File: config.mk
export PLATFORM = sky130hd
export DESIGN_NAME = pfm_mux
export DESIGN_NICKNAME = d
export VERILOG_FILES = /design/src/rtl/pfm_sync.v /design/src/rtl/pfm_mux.v
export VERILOG_INCLUDE_DIRS = /design/src /design/src/rtl
export SDC_FILE = /design/constraint.sdc
export NUM_CORES = 1
export LEC_CHECK = 0
export BUFFER_PORTS_ARGS = -buffer_cell sky130_fd_sc_hd__buf_2
export CORE_AREA = 2 2 467 469
export CTS_CLUSTER_DIAMETER = 120
export CTS_CLUSTER_SIZE = 40
export DETAILED_ROUTE_END_ITERATION = 16
export DIE_AREA = 0 0 469 471
export PLACE_DENSITY_LB_ADDON = 0.1
export SLEW_MARGIN = 10
export SYNTH_ARGS = -nofsm -noshare
export SYNTH_HDL_FRONTEND = slang
export SYNTH_SLANG_ARGS = --single-unit
export TNS_END_PERCENT = 1
File: constraint.sdc
create_clock -name clock -period 4.95 [get_ports clock]
set_clock_uncertainty 0.1 [all_clocks]
set_input_delay 0.99 -clock clock [delete_from_list [all_inputs] [get_ports clock]]
set_output_delay 0.99 -clock clock [all_outputs]
set_load 0.02 [all_outputs]
File: src/rtl/pfm_regs.vh
// Purpose: constants for the pin function override mux
// Assumes: flat pin index, port A line n is n, port B line n is 23+n
// Notes:   register offsets are byte addresses on the plain register port
`ifndef PFM_REGS_VH
`define PFM_REGS_VH

// register offsets
`define PFM_OFS_CTRL      8'h00
`define PFM_OFS_OSC       8'h04
`define PFM_OFS_STATUS    8'h08
`define PFM_OFS_PIN_SEL   8'h0c
`define PFM_OFS_PIN_INFO  8'h10

// ctrl fields
`define PFM_CTRL_MAP_BIT  0
`define PFM_CTRL_RST      1'h0

// osc fields
`define PFM_OSC_MAIN_BIT  0
`define PFM_OSC_SLOW_BIT  1
`define PFM_OSC_ALT_BIT   2
`define PFM_OSC_RST       3'h0

// pin select reset
`define PFM_PIN_SEL_RST   6'h00

// owner codes, rising priority
`define PFM_OWN_MUX       3'h0
`define PFM_OWN_TRACE     3'h1
`define PFM_OWN_DOUT      3'h2
`define PFM_OWN_JTAG      3'h3
`define PFM_OWN_OSC       3'h4

// trace slot codes
`define PFM_TS_NONE       4'h0
`define PFM_TS_MDO0       4'h1
`define PFM_TS_MDO1       4'h2
`define PFM_TS_MDO2       4'h3
`define PFM_TS_MDO3       4'h4
`define PFM_TS_MDO4       4'h5
`define PFM_TS_MDO5       4'h6
`define PFM_TS_MCKO       4'h7
`define PFM_TS_MSEO0      4'h8
`define PFM_TS_MSEO1      4'h9
`define PFM_TS_EVTO       4'ha
`define PFM_TS_EVTI       4'hb

// fixed pins
`define PFM_PIN_TCK       6'd0
`define PFM_PIN_TMS       6'd1
`define PFM_PIN_TDO       6'd2
`define PFM_PIN_TDI       6'd3
`define PFM_PIN_DOUT      6'd0
`define PFM_PIN_WAKE      6'd11
`define PFM_PIN_XMAIN_IN  6'd8
`define PFM_PIN_XMAIN_OUT 6'd9
`define PFM_PIN_XSLOW_IN  6'd10
`define PFM_PIN_XSLOW_OUT 6'd12
`define PFM_PIN_XSLOW_IN2 6'd13
`define PFM_PIN_XSLOW_OU2 6'd20

// function letters used by pad features
`define PFM_FN_B          3'd1
`define PFM_FN_C          3'd2
`define PFM_FN_D          3'd3
`define PFM_FN_F          3'd5
`define PFM_FN_G          3'd6

`endif

File: src/rtl/pfm_sync.v
// Purpose: two-flop synchroniser for pad level inputs
// Assumes: synchronous active-low reset
// Notes:   first stage feeds only the second stage
`timescale 1ns/1ps
`default_nettype none
module pfm_sync #(
  parameter       W   = 1,
  parameter [0:0] RST = 1'b1
) (
  input  wire         clock,   // system clock
  input  wire         rst_n,   // sync reset, low
  input  wire [W-1:0] d,       // async level in
  output reg  [W-1:0] q        // synchronised level
);
  reg [W-1:0] meta_r;

  always @(posedge clock) begin
    if (!rst_n) begin
      meta_r <= {W{RST}};
      q      <= {W{RST}};
    end else begin
      meta_r <= d;
      q      <= meta_r;
    end
  end
endmodule
`default_nettype wire

File: src/rtl/pfm_mux.v
// Purpose: per-pin function selection and override for the port pins
// Assumes: flat pin index, port A lines 0..22 then port B lines 0..12
// Notes:   pad outputs registered; owner choice itself is combinational
//
// Function
// - two-wire, 5 V and alert pad features only with two-wire or open-drain pwm
// - each line is general purpose or one of peripheral functions A to H
// - owner priority: mux, trace, debug data out, jtag, oscillators
// - jtag takes port A lines 0..3 as clock, mode, data out, data in
// - enabled trace takes its event, data, clock and start/end pins
// - trace map select picks port A map or port B map; event out fixed
// - crystal pins bypass function mux, placed by oscillator control register
// - reset pin debug data function active only with debug link enabled
// - debug data out pin driven only when enabled and two-pin mode set
// - wake request input always live on its own pin
//
// Decided for this implementation: the address map and strobed register access.
`timescale 1ns/1ps
`default_nettype none
`include "pfm_regs.vh"
module pfm_mux #(
  parameter N = 36
) (
  input  wire           clock,            // 250 MHz system clock
  input  wire           rst_n,            // sync reset, low
  input  wire [7:0]     reg_addr,         // register byte address
  input  wire [31:0]    reg_wdata,        // register write data
  input  wire           reg_wr,           // write strobe
  input  wire           reg_rd,           // read strobe
  output reg  [31:0]    reg_rdata,        // read data, cycle after strobe
  input  wire [N-1:0]   gpio_periph_en,   // 1 selects a peripheral function
  input  wire [3*N-1:0] gpio_func_sel,    // function letter per pin, 0 is A
  input  wire [N-1:0]   gpio_out,         // general purpose output value
  input  wire [N-1:0]   gpio_oe,          // general purpose output enable
  input  wire [8*N-1:0] func_out,         // peripheral output, 8 per pin
  input  wire [8*N-1:0] func_oe,          // peripheral output enable, 8 per pin
  output reg  [N-1:0]   pin_in,           // synchronised pad level
  input  wire           jtag_en,          // jtag port enabled
  input  wire           jtag_tdo,         // jtag data out
  output reg            jtag_tck,         // jtag clock from pad
  output reg            jtag_tms,         // jtag mode from pad
  output reg            jtag_tdi,         // jtag data in from pad
  input  wire           trace_en,         // trace system enabled
  input  wire [5:0]     trace_mdo,        // trace message data
  input  wire           trace_mcko,       // trace message clock
  input  wire [1:0]     trace_mseo,       // trace start/end
  input  wire           trace_evto_n,     // trace event out, low
  output reg            trace_evti_n,     // trace event in, low
  input  wire           link_en,          // single-wire debug enabled
  input  wire           link_two_pin,     // two-pin mode command seen
  input  wire           link_data_out,    // link data toward pads
  input  wire           link_data_oe,     // link drive enable, high
  output reg            link_data_in,     // link data from reset pin
  input  wire           rst_pad_in,       // reset pin level
  output reg            rst_pad_out,      // reset pin drive value
  output reg            rst_pad_oe_n,     // reset pin drive, low
  output reg            ext_reset_n,      // external reset request, low
  output reg            wake_req_n,       // wake request, low
  input  wire [N-1:0]   pad_in,           // pad levels
  output reg  [N-1:0]   pad_out,          // pad drive value
  output reg  [N-1:0]   pad_oe_n,         // pad drive, low
  output reg  [N-1:0]   pad_analog_en,    // crystal analog path
  output reg  [N-1:0]   pad_tw_en,        // two-wire pad feature
  output reg  [N-1:0]   pad_5v_en,        // 5 V tolerance feature
  output reg  [N-1:0]   pad_alert_en      // bus alert feature
);

  ////////////////////////////////////////////////////////////////////////
  // tables

  function [3:0] trace_slot;
    input       map_a;
    input [5:0] pin;
    begin
      trace_slot = `PFM_TS_NONE;
      if (pin == 6'd4) begin
        trace_slot = `PFM_TS_EVTO;
      end else if (map_a) begin
        case (pin)
          6'd5:    trace_slot = `PFM_TS_EVTI;
          6'd10:   trace_slot = `PFM_TS_MDO5;
          6'd18:   trace_slot = `PFM_TS_MDO4;
          6'd17:   trace_slot = `PFM_TS_MDO3;
          6'd16:   trace_slot = `PFM_TS_MDO2;
          6'd15:   trace_slot = `PFM_TS_MDO1;
          6'd14:   trace_slot = `PFM_TS_MDO0;
          6'd6:    trace_slot = `PFM_TS_MCKO;
          6'd7:    trace_slot = `PFM_TS_MSEO1;
          6'd11:   trace_slot = `PFM_TS_MSEO0;
          default: trace_slot = `PFM_TS_NONE;
        endcase
      end else begin
        case (pin)
          6'd31:   trace_slot = `PFM_TS_EVTI;
          6'd23:   trace_slot = `PFM_TS_MDO5;
          6'd27:   trace_slot = `PFM_TS_MDO4;
          6'd28:   trace_slot = `PFM_TS_MDO3;
          6'd26:   trace_slot = `PFM_TS_MDO2;
          6'd25:   trace_slot = `PFM_TS_MDO1;
          6'd32:   trace_slot = `PFM_TS_MDO0;
          6'd24:   trace_slot = `PFM_TS_MCKO;
          6'd34:   trace_slot = `PFM_TS_MSEO1;
          6'd35:   trace_slot = `PFM_TS_MSEO0;
          default: trace_slot = `PFM_TS_NONE;
        endcase
      end
    end
  endfunction

  // two-wire function letter on a capable pin
  function is_tw;
    input [5:0] pin;
    input [2:0] fn;
    begin
      case (pin)
        6'd7:    is_tw = (fn == `PFM_FN_C) || (fn == `PFM_FN_D);
        6'd17:   is_tw = (fn == `PFM_FN_D);
        6'd21:   is_tw = (fn == `PFM_FN_B);
        6'd27:   is_tw = (fn == `PFM_FN_D) || (fn == `PFM_FN_G);
        6'd28:   is_tw = (fn == `PFM_FN_D);
        default: is_tw = 1'b0;
      endcase
    end
  endfunction

  // open-drain pwm letter on a capable pin
  function is_odpwm;
    input [5:0] pin;
    input [2:0] fn;
    begin
      is_odpwm = (fn == `PFM_FN_F) &&
                 ((pin == 6'd21) || (pin == 6'd27) || (pin == 6'd28));
    end
  endfunction

  // pins that carry 5 V tolerance and bus alert
  function is_5v_pin;
    input [5:0] pin;
    begin
      is_5v_pin = (pin == 6'd21) || (pin == 6'd27) || (pin == 6'd28);
    end
  endfunction

  ////////////////////////////////////////////////////////////////////////
  // registers

  reg        map_a_r;
  reg        map_a_nxt;
  reg  [2:0] osc_r;
  reg  [2:0] osc_nxt;
  reg  [5:0] pin_sel_r;
  reg  [5:0] pin_sel_nxt;

  wire hit_ctrl = (reg_addr == `PFM_OFS_CTRL);
  wire hit_osc  = (reg_addr == `PFM_OFS_OSC);
  wire hit_psel = (reg_addr == `PFM_OFS_PIN_SEL);

  always @* begin
    map_a_nxt   = map_a_r;
    osc_nxt     = osc_r;
    pin_sel_nxt = pin_sel_r;
    if (reg_wr && hit_ctrl) begin
      map_a_nxt = reg_wdata[`PFM_CTRL_MAP_BIT];
    end
    if (reg_wr && hit_osc) begin
      osc_nxt = reg_wdata[2:0];
    end
    if (reg_wr && hit_psel) begin
      pin_sel_nxt = reg_wdata[5:0];
    end
  end

  always @(posedge clock) begin
    if (!rst_n) begin
      map_a_r   <= `PFM_CTRL_RST;
      osc_r     <= `PFM_OSC_RST;
      pin_sel_r <= `PFM_PIN_SEL_RST;
    end else begin
      map_a_r   <= map_a_nxt;
      osc_r     <= osc_nxt;
      pin_sel_r <= pin_sel_nxt;
    end
  end

  wire osc_main = osc_r[`PFM_OSC_MAIN_BIT];
  wire osc_slow = osc_r[`PFM_OSC_SLOW_BIT];
  wire osc_alt  = osc_r[`PFM_OSC_ALT_BIT];

  ////////////////////////////////////////////////////////////////////////
  // input synchronisers

  wire [N-1:0] pad_sync;
  wire         rst_sync;

  pfm_sync #(.W(N), .RST(1'b1)) u_sync_pad (
    .clock (clock),
    .rst_n (rst_n),
    .d     (pad_in),
    .q     (pad_sync)
  );

  pfm_sync #(.W(1), .RST(1'b1)) u_sync_rst (
    .clock (clock),
    .rst_n (rst_n),
    .d     (rst_pad_in),
    .q     (rst_sync)
  );

  ////////////////////////////////////////////////////////////////////////
  // per-pin ownership and drive

  reg [3*N-1:0] own;
  reg [N-1:0]   out_nxt;
  reg [N-1:0]   oen_nxt;
  reg [N-1:0]   ana_nxt;
  reg [N-1:0]   tw_nxt;
  reg [N-1:0]   v5_nxt;
  reg [N-1:0]   alm_nxt;
  reg           dout_act;
  reg [5:0]     p6;
  reg [2:0]     fn;
  reg [3:0]     ts;
  reg           osc_pin;
  reg           tr_o;
  reg           feat;
  integer       i;

  always @* begin
    own      = {3*N{1'b0}};
    out_nxt  = {N{1'b0}};
    oen_nxt  = {N{1'b1}};
    ana_nxt  = {N{1'b0}};
    tw_nxt   = {N{1'b0}};
    v5_nxt   = {N{1'b0}};
    alm_nxt  = {N{1'b0}};
    p6       = 6'd0;
    fn       = 3'd0;
    ts       = `PFM_TS_NONE;
    osc_pin  = 1'b0;
    tr_o     = 1'b0;
    feat     = 1'b0;
    dout_act = link_en && link_two_pin;
    for (i = 0; i < N; i = i + 1) begin
      p6 = i[5:0];
      fn = gpio_func_sel[3*i +: 3];
      ts = trace_slot(map_a_r, p6);
      osc_pin = (osc_main && (p6 == `PFM_PIN_XMAIN_IN ||
                              p6 == `PFM_PIN_XMAIN_OUT)) ||
                (osc_slow && !osc_alt && (p6 == `PFM_PIN_XSLOW_IN ||
                                          p6 == `PFM_PIN_XSLOW_OUT)) ||
                (osc_slow && osc_alt && (p6 == `PFM_PIN_XSLOW_IN2 ||
                                         p6 == `PFM_PIN_XSLOW_OU2));
      // highest enabled owner wins
      if (osc_pin) begin
        own[3*i +: 3] = `PFM_OWN_OSC;
      end else if (jtag_en && p6 <= `PFM_PIN_TDI) begin
        own[3*i +: 3] = `PFM_OWN_JTAG;
      end else if (dout_act && p6 == `PFM_PIN_DOUT) begin
        own[3*i +: 3] = `PFM_OWN_DOUT;
      end else if (trace_en && ts != `PFM_TS_NONE) begin
        own[3*i +: 3] = `PFM_OWN_TRACE;
      end else begin
        own[3*i +: 3] = `PFM_OWN_MUX;
      end
      case (own[3*i +: 3])
        `PFM_OWN_OSC: begin
          ana_nxt[i] = 1'b1;
        end
        `PFM_OWN_JTAG: begin
          out_nxt[i] = jtag_tdo;
          oen_nxt[i] = (p6 != `PFM_PIN_TDO);
        end
        `PFM_OWN_DOUT: begin
          out_nxt[i] = link_data_out;
          oen_nxt[i] = !link_data_oe;
        end
        `PFM_OWN_TRACE: begin
          case (ts)
            `PFM_TS_MDO0:  tr_o = trace_mdo[0];
            `PFM_TS_MDO1:  tr_o = trace_mdo[1];
            `PFM_TS_MDO2:  tr_o = trace_mdo[2];
            `PFM_TS_MDO3:  tr_o = trace_mdo[3];
            `PFM_TS_MDO4:  tr_o = trace_mdo[4];
            `PFM_TS_MDO5:  tr_o = trace_mdo[5];
            `PFM_TS_MCKO:  tr_o = trace_mcko;
            `PFM_TS_MSEO0: tr_o = trace_mseo[0];
            `PFM_TS_MSEO1: tr_o = trace_mseo[1];
            `PFM_TS_EVTO:  tr_o = trace_evto_n;
            default:       tr_o = 1'b0;
          endcase
          out_nxt[i] = tr_o;
          oen_nxt[i] = (ts == `PFM_TS_EVTI);
        end
        default: begin
          if (gpio_periph_en[i]) begin
            feat = is_tw(p6, fn) || is_odpwm(p6, fn);
            tw_nxt[i]  = feat;
            v5_nxt[i]  = feat && is_5v_pin(p6);
            alm_nxt[i] = feat && is_5v_pin(p6);
            if (is_odpwm(p6, fn)) begin
              out_nxt[i] = 1'b0;
              oen_nxt[i] = !(func_oe[8*i + fn] && !func_out[8*i + fn]);
            end else begin
              out_nxt[i] = func_out[8*i + fn];
              oen_nxt[i] = !func_oe[8*i + fn];
            end
          end else begin
            out_nxt[i] = gpio_out[i];
            oen_nxt[i] = !gpio_oe[i];
          end
        end
      endcase
    end
  end

  ////////////////////////////////////////////////////////////////////////
  // registered pad and unit outputs

  wire [2:0] own_sel = own[3*pin_sel_r +: 3];
  wire       sel_ok  = (pin_sel_r < N);

  always @(posedge clock) begin
    if (!rst_n) begin
      pad_out       <= {N{1'b0}};
      pad_oe_n      <= {N{1'b1}};
      pad_analog_en <= {N{1'b0}};
      pad_tw_en     <= {N{1'b0}};
      pad_5v_en     <= {N{1'b0}};
      pad_alert_en  <= {N{1'b0}};
      pin_in        <= {N{1'b1}};
      jtag_tck      <= 1'b0;
      jtag_tms      <= 1'b1;
      jtag_tdi      <= 1'b1;
      trace_evti_n  <= 1'b1;
      link_data_in  <= 1'b1;
      rst_pad_out   <= 1'b0;
      rst_pad_oe_n  <= 1'b1;
      ext_reset_n   <= 1'b1;
      wake_req_n    <= 1'b1;
      reg_rdata     <= 32'h0000_0000;
    end else begin
      pad_out       <= out_nxt;
      pad_oe_n      <= oen_nxt;
      pad_analog_en <= ana_nxt;
      pad_tw_en     <= tw_nxt;
      pad_5v_en     <= v5_nxt;
      pad_alert_en  <= alm_nxt;
      pin_in        <= pad_sync;
      jtag_tck      <= jtag_en ? pad_sync[`PFM_PIN_TCK] : 1'b0;
      jtag_tms      <= jtag_en ? pad_sync[`PFM_PIN_TMS] : 1'b1;
      jtag_tdi      <= jtag_en ? pad_sync[`PFM_PIN_TDI] : 1'b1;
      trace_evti_n  <= trace_en ?
                       pad_sync[map_a_r ? 5 : 31] : 1'b1;
      link_data_in  <= link_en ? rst_sync : 1'b1;
      rst_pad_out   <= link_en ? link_data_out : 1'b0;
      rst_pad_oe_n  <= !(link_en && link_data_oe && !dout_act);
      ext_reset_n   <= link_en ? 1'b1 : rst_sync;
      wake_req_n    <= pad_sync[`PFM_PIN_WAKE];
      reg_rdata     <= 32'h0000_0000;
      if (reg_rd) begin
        case (reg_addr)
          `PFM_OFS_CTRL:    reg_rdata <= {31'h0, map_a_r};
          `PFM_OFS_OSC:     reg_rdata <= {29'h0, osc_r};
          `PFM_OFS_STATUS:  reg_rdata <= {27'h0, link_en, dout_act,
                                          trace_en, jtag_en, map_a_r};
          `PFM_OFS_PIN_SEL: reg_rdata <= {26'h0, pin_sel_r};
          `PFM_OFS_PIN_INFO: begin
            if (sel_ok) begin
              reg_rdata <= {25'h0, pad_alert_en[pin_sel_r],
                            pad_5v_en[pin_sel_r], pad_tw_en[pin_sel_r],
                            pad_sync[pin_sel_r], own_sel};
            end
          end
          default:          reg_rdata <= 32'h0000_0000;
        endcase
      end
    end
  end

endmodule
`default_nettype wire

==> impl_results.md <==
* Outcome: finished, final reports clean
* First-pass GRT wire length at 125 mm
* Clock sinks at 215
* Crit Path Max Fanout at 4
* Synth top area share at 34.3%
* Total Wirelength at 99.4 mm
* Worst path arrival time at 1.54 ns
* Largest cells by area after synthesis: dfxtp_1 34%, mux4_2 27%, buf_4 9.7%
* Starting Density at 5.80%
* Skew-Pair Late Insertion Delay at 0.63 ns
* Final setup vio count at 0
* Worst Slack Setup Final at 2.32 ns
* Crit-path slowest cell: dfxtp_1
* Worst EP required at 3.86 ns
* Worst slack, placed at 1.73 ns
* Cells after synthesis at 1115
* Worst-path clk slew at 0.12 ns
* Hold Crit Class: reg2reg
* Clock Tree Buf Depth at 3
* Kind of critical path: reg2out
* DR vias/cell at 2.57
* CTS tree: done
* Tot GR Track Use at 8.48%
* Die Y-Extent at 471 um
* Largest net degree at the start of global routing at 57
* Core Rows at 171
* Post-synth top area cell: dfxtp_1
* CP Capture Type: output port
* Top delay family on crit path: flip-flops
* CTS root buffer: clkbuf_16
* Avg Cell Area, Syn at 11.2 sq um
* Count of pins over their slew limit at 0
* Post-synth EDFFs at 0
* Yosys warnings at 0
* Top Ports at 1183
* Die X at 469 um
* # fillers at 25300
* Worst hold slack at 0.291 ns
* Worst slew pin tran at 0.852 ns
* Worst path cell trace: buf_2
* Post-synthesis cell type count at 48
* Number of buffers added on ports at 1004
* Buf/Inv on CP at 1
* Share of cells above drive strength 1 at 57.6%
* Sequential share of the synthesized area at 34.3%
* DIE AREA at 221000 sq um
* Cts repair resizes at 0
* Period utilization at 53.2%
* Maxcap violations at 0
* Synthesis-to-layout area growth at 70.1%
* TritonCTS buffer count at 21
* Critical Path Start Type: flip-flop
* Yosys reg bits at 215
* Post-synth top cells: 215 x dfxtp_1, 162 x buf_4, 150 x mux4_2, 118 x nand2b_1, 88 x mux2i_1
* Hpwl dp at 88.2 mm
* Final Hold Vio Count at 0
* Slew HR at 43.1%
* Vias in the first global route at 13900
* Most common cell in the netlist: dfxtp_1
* Main synth FF type: dfxtp_1
* Pleak at 8.92 nW
* Fin nets at 2990
* Sum Neg Setup Slack at 0 ns
* Pwr dens at 242 nW/um^2
* First drt pass iteration count at 4
* Post-route DRC at 0
* Minimum clock period at 2.63 ns
* Initial antenna violation count at 81
* Via count at 12800
* Post-CTS Setup Inserts at 0
* Routed Antenna Nets at 0
* Overflow after GRT at 0
* Peak VDD IR at 0.184 mV
* Post-Synthesis Cell Area at 12500 sq um
* Post-synth ARST share at 0%
* Fmax at 0.380 GHz
* Routability congestion estimate at 0.784
* CP peak stage delay at 0.66 ns
* Hold buffers post-CTS at 0
* Core box area at 216000 sq um
* Iteration-0 DRC Markers at 383
* DR WL/cell at 19.9 um
* RSZ-0062 raised after global routing: false
* CTS HTree Levels at 1
==> worst paths after layout <==
check	slack (ns)	end	startpoint	cells past startpoint
hold / removal	0.29	u_sync_pad.q[6]$_SDFF_PN1_	u_sync_pad.meta_r[6]$_SDFF_PN1_	1
hold reg to reg	0.29	u_sync_pad.q[6]$_SDFF_PN1_	u_sync_pad.meta_r[6]$_SDFF_PN1_	1
setup reg to reg	2.62	reg_rdata[3]$_SDFF_PN0_	pin_sel_r[1]$_SDFFE_PN0P_	5
setup / recovery	2.32	pad_tw_en[27]	pad_alert_en[27]$_SDFF_PP0_	1
==> layout make-up <==
cell class | instances | area, sq um | share of cell area, %
multi-input combinational | 845 | 7420 | 34.8
timing repair buffer | 1016 | 5120 | 24.0
sequential | 215 | 4300 | 20.2
tap | 2854 | 3570 | 16.7
clock buffer | 21 | 526 | 2.46
clock inverter | 17 | 330 | 1.55
antenna | 20 | 50.0 | 0.235
inverter | 1 | 3.75 | 0.0176
==> cells in the final DEF (no fill, tap or decap), drive strengths merged, types with 3 or more instances in the layout <==
cell,netlist,final
clkinv,0,8
a211o,5,5
nor2b,8,8
diode,0,20
and3,3,3
nand3,15,15
nand2b,118,118
mux4,150,150
nand2,52,52
nand4,9,9
mux2,5,5
nor3,7,7
o21ai,52,52
a31oi,5,5
a211oi,15,15
clkbuf,36,22
a21oi,31,31
nor2,67,67
nand3b,9,9
o211ai,17,17
mux2i,88,88
buf,169,1015
o22ai,12,12
conb,1,152
inv,1,8
dfxtp,215,215
==> stage by stage <==
stage	instance area (sq um)	cells	total power [W]	utilization, %
2_1_floorplan	13100	1266	0.00254	-
3_3_place_gp	20400	4931	0.00319	9.45
3_5_place_dp	20400	4931	0.00319	9.45
4_1_cts	21300	4969	0.00541	9.85
5_1_grt	21300	4978	0.00551	9.86
6_report	21300	4989	0.00516	9.87
==> routing by layer <==
metal / vias up / GRT usage, % / wire length [um]
met3: 148 / 2.48 / 8660
li1: 5856 / - / -
met5: - / 0 / 161
met4: 24 / 2.29 / 2840
met2: 766 / 17.4 / 56100
met1: 6052 / 7.88 / 31600
==> registers in the layout (all words and copies together), names as in the netlist, 2 cells and up <==
name	cells
u_sync_pad.meta_r	36
u_sync_pad.q	36
pad_analog_en	3
osc_r	3
pin_sel_r	6
pad_tw_en	2
reg_rdata	7
pad_oe_n	36
pin_in	36
pad_alert_en	3
pad_out	36
==> where the power goes <==
part / switching (W) / internal (W)
clock network: 0.00109 / 0.000986
registers: 0.0000294 / 0.00182
logic: 0.000673 / 0.000570
total: 0.00179 / 0.00337
==> logic make-up (layout without fill, tap and decap cells) <==
kind of cell / after synthesis / after routing / share of synthesized area, %
compound gates: 149 / 149 / 7.21
xor+xnor: 3 / 3 / 0.210
buf+inv: 206 / 1055 / 11.1
flops: 215 / 215 / 34.3
mux: 243 / 243 / 34.4
other cells: 1 / 172 / 0.0299
simple gates: 298 / 298 / 12.8
Note: power is estimated with default switching activity, not from simulation.
